## config.mk

```make
export PLATFORM = sky130hd
export DESIGN_NAME = adc_config_fault_regs
export DESIGN_NICKNAME = d
export VERILOG_FILES = /design/src/verilog/config_loader.v /design/src/verilog/adc_config_fault_regs.v
export VERILOG_INCLUDE_DIRS = /design/src /design/src/verilog
export SDC_FILE = /design/constraint.sdc
export NUM_CORES = 1
export LEC_CHECK = 0
export ABC_AREA = 1
export BUFFER_PORTS_ARGS = -buffer_cell sky130_fd_sc_hd__buf_2
export CORE_MARGIN = 4
export CORE_UTILIZATION = 35
export DETAILED_ROUTE_END_ITERATION = 8
export PLACE_DENSITY_LB_ADDON = 0.1
export SYNTH_ARGS = -nofsm -noshare
export SYNTH_HDL_FRONTEND = slang
export SYNTH_SLANG_ARGS = --single-unit
export TNS_END_PERCENT = 10
```

## constraint.sdc

```tcl
create_clock -name i_core_clk -period 2.4 [get_ports i_core_clk]
set_clock_uncertainty 0.05 [all_clocks]
set_input_delay 0.48 -clock i_core_clk [delete_from_list [all_inputs] [get_ports i_core_clk]]
set_output_delay 0.48 -clock i_core_clk [all_outputs]
set_load 0.03 [all_outputs]
```

## src/verilog/adc_cfg_regs.vh

```
// Register offsets, field positions, reset values and codes for the converter register bank
`ifndef ADC_CFG_REGS_VH
`define ADC_CFG_REGS_VH

`define ADDR_HI 15
`define ADDR_LO 12
`define ADDR_CONVERSION_SETUP 4'h1
`define ADDR_OUTPUT_AND_RESET_CONTROL 4'h2
`define ADDR_FAULT_FLAGS 4'h3

`define SETUP_OS_MODE_BIT 9
`define SETUP_OSR_HI 8
`define SETUP_OSR_LO 6
`define SETUP_CHECK_WRITE_BIT 5
`define SETUP_CHECK_READ_BIT 4
`define SETUP_ALERT_EN_BIT 3
`define SETUP_WIDTH_BOOST_BIT 2
`define SETUP_REF_SOURCE_BIT 1
`define SETUP_POWER_DOWN_BIT 0
`define SETUP_WRITE_MASK 12'h3FF
`define SETUP_RESET 12'h000

`define CTRL_OUTPUT_LANE_BIT 8
`define CTRL_CMD_HI 7
`define CTRL_CMD_LO 0
`define CTRL_RESET 12'h000
`define CMD_SOFT_RESET 8'h3C
`define CMD_HARD_RESET 8'hFF

`define FAULT_WRITE_CHECK_BIT 9
`define FAULT_STARTUP_LOAD_BIT 8
`define FAULT_RESET 12'h000

`define OSR_OFF 3'h0
`define OSR_MAX 3'h5

`define LOAD_CYCLES 8'h10

`endif

```

## src/verilog/config_loader.v

```verilog
// Startup configuration load sequencer with load-failure report
`include "adc_cfg_regs.vh"

module config_loader #(
    parameter [7:0] LOAD_CYCLES = `LOAD_CYCLES
) (
    // Clock and reset
    input wire i_clk,
    input wire i_rst_n,
    // Control
    input wire i_restart,
    input wire i_load_ok,
    // Status
    output reg o_busy,
    output reg o_done,
    output reg o_fail
);

    // ************************************************
    // Load sequence
    // ************************************************
    localparam [1:0] ST_LOAD = 2'h0;
    localparam [1:0] ST_DONE = 2'h1;

    reg [1:0] state;
    reg [7:0] count;

    always @(posedge i_clk or negedge i_rst_n) begin
        if (!i_rst_n) begin
            state <= ST_LOAD;
            count <= 8'h00;
            o_busy <= 1'b1;
            o_done <= 1'b0;
            o_fail <= 1'b0;
        end else if (i_restart) begin
            state <= ST_LOAD;
            count <= 8'h00;
            o_busy <= 1'b1;
            o_done <= 1'b0;
            o_fail <= 1'b0;
        end else begin
            o_done <= 1'b0;
            o_fail <= 1'b0;
            case (state)
                ST_LOAD: begin
                    if (count == LOAD_CYCLES - 8'h01) begin
                        state <= ST_DONE;
                        o_busy <= 1'b0;
                        o_done <= 1'b1;
                        o_fail <= ~i_load_ok;
                    end else begin
                        count <= count + 8'h01;
                    end
                end
                ST_DONE: begin
                    o_busy <= 1'b0;
                end
                default: begin
                    state <= ST_LOAD;
                end
            endcase
        end
    end

endmodule // config_loader

```

## src/verilog/adc_config_fault_regs.v

```verilog
// Configuration and fault register bank of a dual sampling converter
//
// Behaviour
// - Width boost adds two bits only when oversampling
// - Reference source bit: zero internal, one external
// - Power-down bit one puts device in shutdown
// - Address sits in top four word bits
// - Lane bit zero: both outputs; one: first
// - Soft reset clears write-check flag, flushes state, keeps registers
// - Hard reset restores every register default
// - Other command values take no reset action
// - Write-check failure flag sticky until fault read, soft reset or hard reset
// - Startup load failure sets load failure flag
// - Load failure flag cleared only by hard reset
// - Control and fault registers reset to zero
// - Ratio codes 000,110,111 disable oversampling
// - Frame with bad check code is discarded when checking is on or being switched on
`include "adc_cfg_regs.vh"

module adc_config_fault_regs #(
    parameter [7:0] LOAD_CYCLES = `LOAD_CYCLES
) (
    // Clock and reset
    input wire i_core_clk,
    input wire i_rst_n,
    // Register word port
    input wire i_wr_valid,
    input wire [15:0] i_wr_word,
    input wire i_wr_check_ok,
    input wire i_rd_valid,
    input wire [3:0] i_rd_addr,
    output reg [15:0] o_rd_word,
    output reg o_rd_ready,
    // Fault sources
    input wire i_load_ok,
    // Configuration outputs
    output reg o_width_boost_active,
    output reg o_reference_external,
    output reg o_shutdown,
    output reg o_oversample_enable,
    output reg [2:0] o_oversample_ratio_field,
    output reg o_serial_out_first_en,
    output reg o_serial_out_second_en,
    output reg o_soft_reset,
    output reg o_hard_reset,
    output reg o_config_busy
);

    // ************************************************
    // Reset release
    // ************************************************
    reg [1:0] rst_sync;
    wire rst_n = rst_sync[1];

    always @(posedge i_core_clk or negedge i_rst_n) begin
        if (!i_rst_n) begin
            rst_sync <= 2'b00;
        end else begin
            rst_sync <= {rst_sync[0], 1'b1};
        end
    end

    // ************************************************
    // Decoding helpers
    // ************************************************
    function osr_active;
        input [2:0] oversample_ratio_field;
        begin
            osr_active = (oversample_ratio_field != `OSR_OFF) && (oversample_ratio_field <= `OSR_MAX);
        end
    endfunction

    function addr_hit;
        input [3:0] addr;
        input [3:0] target;
        begin
            addr_hit = (addr == target);
        end
    endfunction

    function [15:0] frame;
        input [3:0] addr;
        input [11:0] data;
        begin
            frame = {addr, data};
        end
    endfunction

    // ************************************************
    // Register storage
    // ************************************************
    reg [11:0] setup;
    reg [11:0] ctrl;
    reg check_fail;
    reg load_fail;

    // ************************************************
    // Write decode
    // ************************************************
    wire [3:0] wr_addr = i_wr_word[`ADDR_HI:`ADDR_LO];
    wire [11:0] wr_data = i_wr_word[11:0];
    wire check_on = setup[`SETUP_CHECK_WRITE_BIT];
    // Frame is accepted unless checking is on or being switched on with a bad code
    wire enabling_check = addr_hit(wr_addr, `ADDR_CONVERSION_SETUP) &&
                          wr_data[`SETUP_CHECK_WRITE_BIT];
    wire need_check = check_on || enabling_check;
    wire wr_bad = i_wr_valid && need_check && !i_wr_check_ok;
    wire wr_ok = i_wr_valid && !wr_bad;
    wire setup_wr = wr_ok && addr_hit(wr_addr, `ADDR_CONVERSION_SETUP);
    wire ctrl_wr = wr_ok && addr_hit(wr_addr, `ADDR_OUTPUT_AND_RESET_CONTROL);
    wire [7:0] cmd = wr_data[`CTRL_CMD_HI:`CTRL_CMD_LO];
    wire soft_cmd = ctrl_wr && (cmd == `CMD_SOFT_RESET);
    wire hard_cmd = ctrl_wr && (cmd == `CMD_HARD_RESET);
    wire fault_rd = i_rd_valid && addr_hit(i_rd_addr, `ADDR_FAULT_FLAGS);

    // ************************************************
    // Startup loader
    // ************************************************
    wire load_busy;
    wire load_done;
    wire load_bad;

    config_loader #(
        .LOAD_CYCLES(LOAD_CYCLES)
    ) u_loader (
        .i_clk(i_core_clk),
        .i_rst_n(rst_n),
        .i_restart(hard_cmd),
        .i_load_ok(i_load_ok),
        .o_busy(load_busy),
        .o_done(load_done),
        .o_fail(load_bad)
    );

    // ************************************************
    // Conversion setup register
    // ************************************************
    always @(posedge i_core_clk or negedge rst_n) begin
        if (!rst_n) begin
            setup <= `SETUP_RESET;
        end else if (hard_cmd) begin
            setup <= `SETUP_RESET;
        end else if (setup_wr) begin
            setup <= wr_data & `SETUP_WRITE_MASK;
        end
    end

    // ************************************************
    // Output and reset control register
    // ************************************************
    // Only the lane bit is kept; command field is self-clearing
    always @(posedge i_core_clk or negedge rst_n) begin
        if (!rst_n) begin
            ctrl <= `CTRL_RESET;
        end else if (hard_cmd) begin
            ctrl <= `CTRL_RESET;
        end else if (ctrl_wr) begin
            ctrl <= {3'h0, wr_data[`CTRL_OUTPUT_LANE_BIT], 8'h00};
        end
    end

    // ************************************************
    // Write-check failure flag
    // ************************************************
    // Set wins over read-clear and soft clear
    always @(posedge i_core_clk or negedge rst_n) begin
        if (!rst_n) begin
            check_fail <= 1'b0;
        end else if (hard_cmd) begin
            check_fail <= 1'b0;
        end else if (wr_bad) begin
            check_fail <= 1'b1;
        end else if (fault_rd || soft_cmd) begin
            check_fail <= 1'b0;
        end
    end

    // ************************************************
    // Startup load failure flag
    // ************************************************
    // Survives fault reads and soft reset
    always @(posedge i_core_clk or negedge rst_n) begin
        if (!rst_n) begin
            load_fail <= 1'b0;
        end else if (hard_cmd) begin
            load_fail <= 1'b0;
        end else if (load_done && load_bad) begin
            load_fail <= 1'b1;
        end
    end

    // ************************************************
    // Read path and outputs
    // ************************************************
    reg [11:0] rd_data;

    always @* begin
        case (i_rd_addr)
            `ADDR_CONVERSION_SETUP: rd_data = setup;
            `ADDR_OUTPUT_AND_RESET_CONTROL: rd_data = ctrl;
            `ADDR_FAULT_FLAGS: rd_data = {2'b00, check_fail, load_fail, 8'h00};
            default: rd_data = 12'h000;
        endcase
    end

    always @(posedge i_core_clk or negedge rst_n) begin
        if (!rst_n) begin
            o_rd_word <= 16'h0000;
            o_rd_ready <= 1'b0;
        end else begin
            o_rd_ready <= i_rd_valid;
            if (i_rd_valid) begin
                o_rd_word <= frame(i_rd_addr, rd_data);
            end
        end
    end

    // ************************************************
    // Serial lane enables
    // ************************************************
    // Lane zero always carries data; later lanes are on while the lane bit is zero
    localparam LANES = 2;

    wire [LANES-1:0] lane_on;
    genvar lane;

    generate
        for (lane = 0; lane < LANES; lane = lane + 1) begin : g_lane
            if (lane == 0) begin : g_first
                assign lane_on[lane] = 1'b1;
            end else begin : g_rest
                assign lane_on[lane] = ~ctrl[`CTRL_OUTPUT_LANE_BIT];
            end
        end
    endgenerate

    always @(posedge i_core_clk or negedge rst_n) begin
        if (!rst_n) begin
            o_serial_out_first_en <= 1'b1;
            o_serial_out_second_en <= 1'b1;
        end else begin
            o_serial_out_first_en <= lane_on[0];
            o_serial_out_second_en <= lane_on[1];
        end
    end

    // ************************************************
    // Oversampling decode
    // ************************************************
    wire [2:0] osr_field = setup[`SETUP_OSR_HI:`SETUP_OSR_LO];
    wire osr_on = osr_active(osr_field);

    // ************************************************
    // Conversion mode outputs
    // ************************************************
    always @(posedge i_core_clk or negedge rst_n) begin
        if (!rst_n) begin
            o_width_boost_active <= 1'b0;
            o_reference_external <= 1'b0;
            o_shutdown <= 1'b0;
            o_oversample_enable <= 1'b0;
            o_oversample_ratio_field <= 3'h0;
        end else begin
            o_width_boost_active <= setup[`SETUP_WIDTH_BOOST_BIT] && osr_on;
            o_reference_external <= setup[`SETUP_REF_SOURCE_BIT];
            o_shutdown <= setup[`SETUP_POWER_DOWN_BIT];
            o_oversample_enable <= osr_on;
            o_oversample_ratio_field <= osr_field;
        end
    end

    // ************************************************
    // Reset command pulses
    // ************************************************
    always @(posedge i_core_clk or negedge rst_n) begin
        if (!rst_n) begin
            o_soft_reset <= 1'b0;
            o_hard_reset <= 1'b0;
        end else begin
            o_soft_reset <= soft_cmd;
            o_hard_reset <= hard_cmd;
        end
    end

    // ************************************************
    // Load status
    // ************************************************
    always @(posedge i_core_clk or negedge rst_n) begin
        if (!rst_n) begin
            o_config_busy <= 1'b1;
        end else begin
            o_config_busy <= load_busy;
        end
    end

endmodule // adc_config_fault_regs

```

---- Word level (Yosys, flattened, before mapping) ----
Cells that the tools add are included.
storage, ports and cells
  register bits ........................... 69
  latch bits .............................. 0
  memory bits (writable) .................. 0
  ROM bits ................................ 0
  input bits .............................. 26
  logic and storage cells ................. 89
  memories ................................ 0
cells by class
  $add $sub $neg .......................... 1
  multipliers ............................. 0
  divide/modulo/power cells ............... 0
  $lt $le $gt $ge ......................... 1
  equal/unequal tests ..................... 12
  shifts and indexed selects .............. 0
  muxes and demuxes ....................... 25
  bitwise gates (word level) .............. 2
  reductions and logical operators ........ 27
operators by type and width
  kind                                                                      number
  12-bit two-way mux                                                        4
  12-bit one-hot mux with 3 select lines                                    1
  8-bit two-way mux                                                         3
  1-bit two-way mux                                                         13
  4-bit by 2-bit equality test with 1-bit output (second input constant)    3
  1-bit logical AND                                                         12
  3-bit nonzero test                                                        3
  8-bit by 1-bit adder with 8-bit output (second input constant)            1
  4-bit by 1-bit equality test with 1-bit output (second input constant)    2
  8-bit by 4-bit equality test with 1-bit output (second input constant)    1
  8-bit by 6-bit equality test with 1-bit output (second input constant)    1
  8-bit equality test (second input constant)                               1
  2-bit nonzero test                                                        4
  2-bit AND reduction                                                       3
  2-bit two-way mux                                                         2
  2-bit inequality test (second input constant)                             2
  2-bit one-hot mux with 2 select lines                                     1
  3-bit less-or-equal comparator (second input constant)                    1
  3-bit by 2-bit inequality test with 1-bit output (second input constant)  1
  2-bit by 1-bit equality test with 1-bit output (second input constant)    1
  1-bit zero test                                                           2
  2-bit zero test                                                           1
  1-bit logical OR                                                          2
  1-bit inverter                                                            2
  1-bit one-hot mux with 2 select lines                                     1

---- Depth between registers and ports, before layout ----
  depth in word-level cells ............... 13
  gate-level depth with buffers ........... 10

---- Hierarchy ----
Synthesis repeated with hierarchy kept, for this count alone.
unflattened totals
  cell total of the unflattened synthesis .. 263
  area, all modules ....................... 2387.3 µm²
by module, submodules not included
  module                 instances  cells an instance  area an instance (µm²)  seq. area each (µm²)
  adc_config_fault_regs  1          184                1755.4                  1028.5
  config_loader          1          79                 631.9                   301.5

---- Least setup slack after synthesis ----
Ideal clock, no wire load.
  path type ............................... in2reg
  start ................................... in i_wr_word[12]
  end ..................................... reg setup[0]
  setup time .............................. 116 ps
  arrival time ............................ 1247 ps
  data required time ...................... 2234 ps
  path slack .............................. 987 ps
  cell stages on the path ................. 9
  buffers on the path ..................... 1
  path through ............................ inv_1 nor2_1 nand3_1 nand2_2 nand2_4 nand3_4 buf_8 nor2_2 nor2_1
between the ends
  longest elaborated chain between the ends .. 10
ends and longest elaborated chain
  item                                                             RTL line                     RTL
  start, declared                                                  adc_config_fault_regs.v:28   input wire [15:0] i_wr_word,
  4-bit by 1-bit equality test with 1-bit output                   adc_config_fault_regs.v:77   addr_hit = (addr == target);
  1-bit logical AND                                                adc_config_fault_regs.v:104  wire enabling_check = addr_hit(wr_addr, `ADDR_CONVERSION_SETUP) &&
  1-bit logical OR                                                 adc_config_fault_regs.v:106  wire need_check = check_on || enabling_check;
  1-bit logical AND (2 in series)                                  adc_config_fault_regs.v:107  wire wr_bad = i_wr_valid && need_check && !i_wr_check_ok;
  1-bit zero test                                                  adc_config_fault_regs.v:108  wire wr_ok = i_wr_valid && !wr_bad;
  1-bit logical AND                                                adc_config_fault_regs.v:108
  1-bit logical AND                                                adc_config_fault_regs.v:110  wire ctrl_wr = wr_ok && addr_hit(wr_addr, `ADDR_OUTPUT_AND_RESET_CONTROL);
  1-bit logical AND                                                adc_config_fault_regs.v:113  wire hard_cmd = ctrl_wr && (cmd == `CMD_HARD_RESET);
  12-bit two-way mux / 2-bit nonzero test (equally long branches)  -
  end signal, assigned                                             adc_config_fault_regs.v:140  setup <= `SETUP_RESET;
  end signal, assigned                                             adc_config_fault_regs.v:142  setup <= `SETUP_RESET;
  end signal, assigned                                             adc_config_fault_regs.v:144  setup <= wr_data & `SETUP_WRITE_MASK;
  end, declared                                                    adc_config_fault_regs.v:92   reg [11:0] setup;
Parallel ways exist; a longest one is shown, timed or not.
A chain may end at the register's enable or synchronous reset.

---- Final worst setup path ----
  start ................................... reg u_loader.count[0]
  end ..................................... reg u_loader.count[5]
between the ends
  longest elaborated chain between the ends .. 4
ends and longest elaborated chain
  item                                    RTL line            RTL
  start, declared                         config_loader.v:26  reg [7:0] count;
  start signal, assigned                  config_loader.v:52  count <= count + 8'h01;
  8-bit by 1-bit adder with 8-bit output  config_loader.v:52
  8-bit two-way mux                       config_loader.v:46  if (count == LOAD_CYCLES - 8'h01) begin
  8-bit two-way mux                       config_loader.v:44  case (state)
  8-bit two-way mux                       config_loader.v:35  end else if (i_restart) begin
Parallel ways exist; a longest one is shown, timed or not. The select of a mux whose other input is x is not followed.

==> out/metrics.yaml <==
status: "completed"
r2r_slack_ns: 0.83
cp_slowest_cell: "dfrtp_1"
gp_congestion: 0.7793
path_common_cell: "nand2_1"
crit_chain: "ha_1 > nand2_1 > nor2_4 > nand4_2 > nand2_4 > inv_4 > nand2_1 > nand2_1 > nand2_1 > nor2_1"
mostFrequentLayoutCell: "nand2_1"
num_rows: 29
min_path_type: "reg -> async"
tightest_slew_ns: 0.5715
critPathCaptureType: "flop"
synth-main-ff-cell: "dfrtp_1"
initial_core_util_pct: 36.68
via_count: 1727
numCtsBuffers: 5
synth_area_mm2: 0.002382
crit_fanout: 10
ys_seq_area_share_pct: 55.83
reg2reg_from: "u_loader.count[0]"
diodes: 0
syn2layout_area_growth_pct: 17.86
critical_path.top_delay_family: "simple AND/OR/NAND/NOR gates"
worst_path_largest_cell_delay_ns: 0.41
cp.required_ns: 2.54
gr-total-overflow: 0
die_w_um: 90.50
powerDensity_mw_per_mm2: 841.8
slew_viol_final: 0
synth_cell_types: 30
worstRegToRegCells: 10
ant_nets: 0
fin_tns_setup_ns: 0
grt_usage_pct: 12.59
grt_max_degree: 28
cts_setup_buffers: 0
p_leak_nw: 1.550
antenna_found_initial: 0
grt_pass1_vias: 1712
crit_type: "reg -> reg"
max-clock-path-buffers: 2
synthCells: 262
timing.rr.end: "u_loader.count[5]"
vdd_drop_max_v: 0.0004035
min_period_over_period_pct: 65.61
die_h_um: 90.50
worst-path-buf-inv: 1
hpwl_um: 3532
hold_ws_ns: 0.2146
num_io_pins: 55
final_cell_mix: "69 x nand2_1, 49 x dfrtp_1, 49 x buf_2"
synth_edf_count: 0
hold_viol: 0
min_period_ns: 1.575
maxCapViolCount: 0
fmax_mhz: 635.1
arrival_ns: 1.72
grt_pass1_wl_um: 8335
cts_root_buf: "clkbuf_8"
drive_gt1_share_pct: 28.25
firstDrtPassIters: 4
rsz0062_at_grt: "no"
setup_viol: 0
viasPerCell: 4.406
start_kind: "flop"
io_buffers: 49
ys_async_sr_fraction_pct: 100.0
cts.sinks: 53
nets: 341
wl_um: 4757
coreArea_mm2: 0.006495
yosysWarningCount: 0
drc: 0
wl_per_cell_um: 12.14
path_clk_slew_ns: 0.10
htreeDepth: 2
insertion_delay_ns: 0.30
maxSlewHeadroom_pct: 61.90
drtIter0Drc: 47
ys_ff_latch: 53
die_area_mm2: 0.008190
cts_tree: "built"
avgSynthCellArea_um2: 9.093
[worst register-to-register path, delay by kind of cell (launching register included)]
kind | cells | cell delay, ns
fa+ha+maj | 1 | 0.22
simple gates | 8 | 0.72
buf+inv | 1 | 0.08
flops | 1 | 0.41
[per-stage QoR]
step / cell area, um2 / power, W / util [%] / instances / setup slack [ns]
6_report: 2808 / 0.002364 / 43.23 / 392 / 0.8255
5_1_grt: 2808 / 0.002523 / 43.23 / 392 / 0.6839
4_1_cts: 2808 / 0.002404 / 43.23 / 392 / 0.7972
3_5_place_dp: 2678 / 0.001760 / 41.23 / 383 / 0.5146
3_3_place_gp: 2678 / 0.001747 / 41.23 / 383 / 0.5100
2_1_floorplan: 2390 / 0.001603 / - / 264 / 0.7706
[worst max path at each step]
| stage | startpoint | to | depth (start not counted) |
|---|---|---|---|
| CTS | u_loader.count[0] | u_loader.count[5] | 10 |
| floorplan | rst_sync[1] | check_fail | 0 |
| global route | u_loader.count[0] | u_loader.count[2] | 10 |
| finish | u_loader.count[0] | u_loader.count[5] | 10 |
| global placement | i_wr_word[15] | u_loader.count[7] | 7 |
| detailed placement | i_wr_word[15] | u_loader.count[7] | 7 |
[timing repair]
item | in CTS | in global routing
endpoints found under the hold margin | 2 | 0
resized for setup | 0 | 0
hold buffers | 1 | 0
[final cells by class]
type / instances / area, um2
clock buffers: 6 / 82.58
multi-input cells: 167 / 847.1
fillers: 663 / 3687
well taps: 77 / 96.34
repair buffers: 51 / 275.3
flip-flops and latches: 53 / 1331
clock inverters: 2 / 37.54
inverters: 36 / 137.6
[layer usage]
metal	global-route usage, %	wire (um)	up-vias
met3	3.417	206	6
li1	-	-	909
met5	0	0	-
met1	15.61	2173	780
met4	4.209	65	0
met2	21.12	2311	32
[flip-flops by register name, indices dropped and copies added, names as in the netlist, 2 cells and up]
| name | flops |
|---|---|
| u_loader.count | 8 |
| o_oversample_ratio_field | 3 |
| o_rd_word | 14 |
| setup | 10 |
| rst_sync | 2 |
[Yosys cell counts, types with 2 or more instances]
cell / count / area [um2]
inv_2: 2 / 7.510
nor3_1: 2 / 10.01
nand3_1: 18 / 90.09
nand2_1: 69 / 259.0
dfstp_2: 3 / 78.83
dfrtp_1: 50 / 1251
buf_6: 3 / 33.78
nand4_1: 7 / 43.79
nor2_1: 27 / 101.4
nand2_4: 2 / 22.52
buf_4: 3 / 22.52
inv_1: 33 / 123.9
o21ai_0: 12 / 60.06
conb_1: 2 / 7.510
nand3_2: 4 / 40.04
nor2_2: 11 / 68.82
[cells by family (layout without fill, tap and decap cells)]
logic type	after synthesis	count (layout)	synth area share (%)
other	2	4	0.3152
XOR/XNOR	1	1	0.3677
flip-flops	53	53	55.83
AO/OA/AOI/OAI	14	14	2.941
buffers and inverters	44	95	8.928
AND/OR/NAND/NOR	147	147	31.09
adder cells (fa/ha/maj)	1	1	0.5251
[power breakdown]
group          internal [W]  switching [W]
clock              0.000339       0.000291
sequential          0.00106       0.000102
combinational      0.000198       0.000377
No activity file was read; power rests on OpenSTA's default activity.
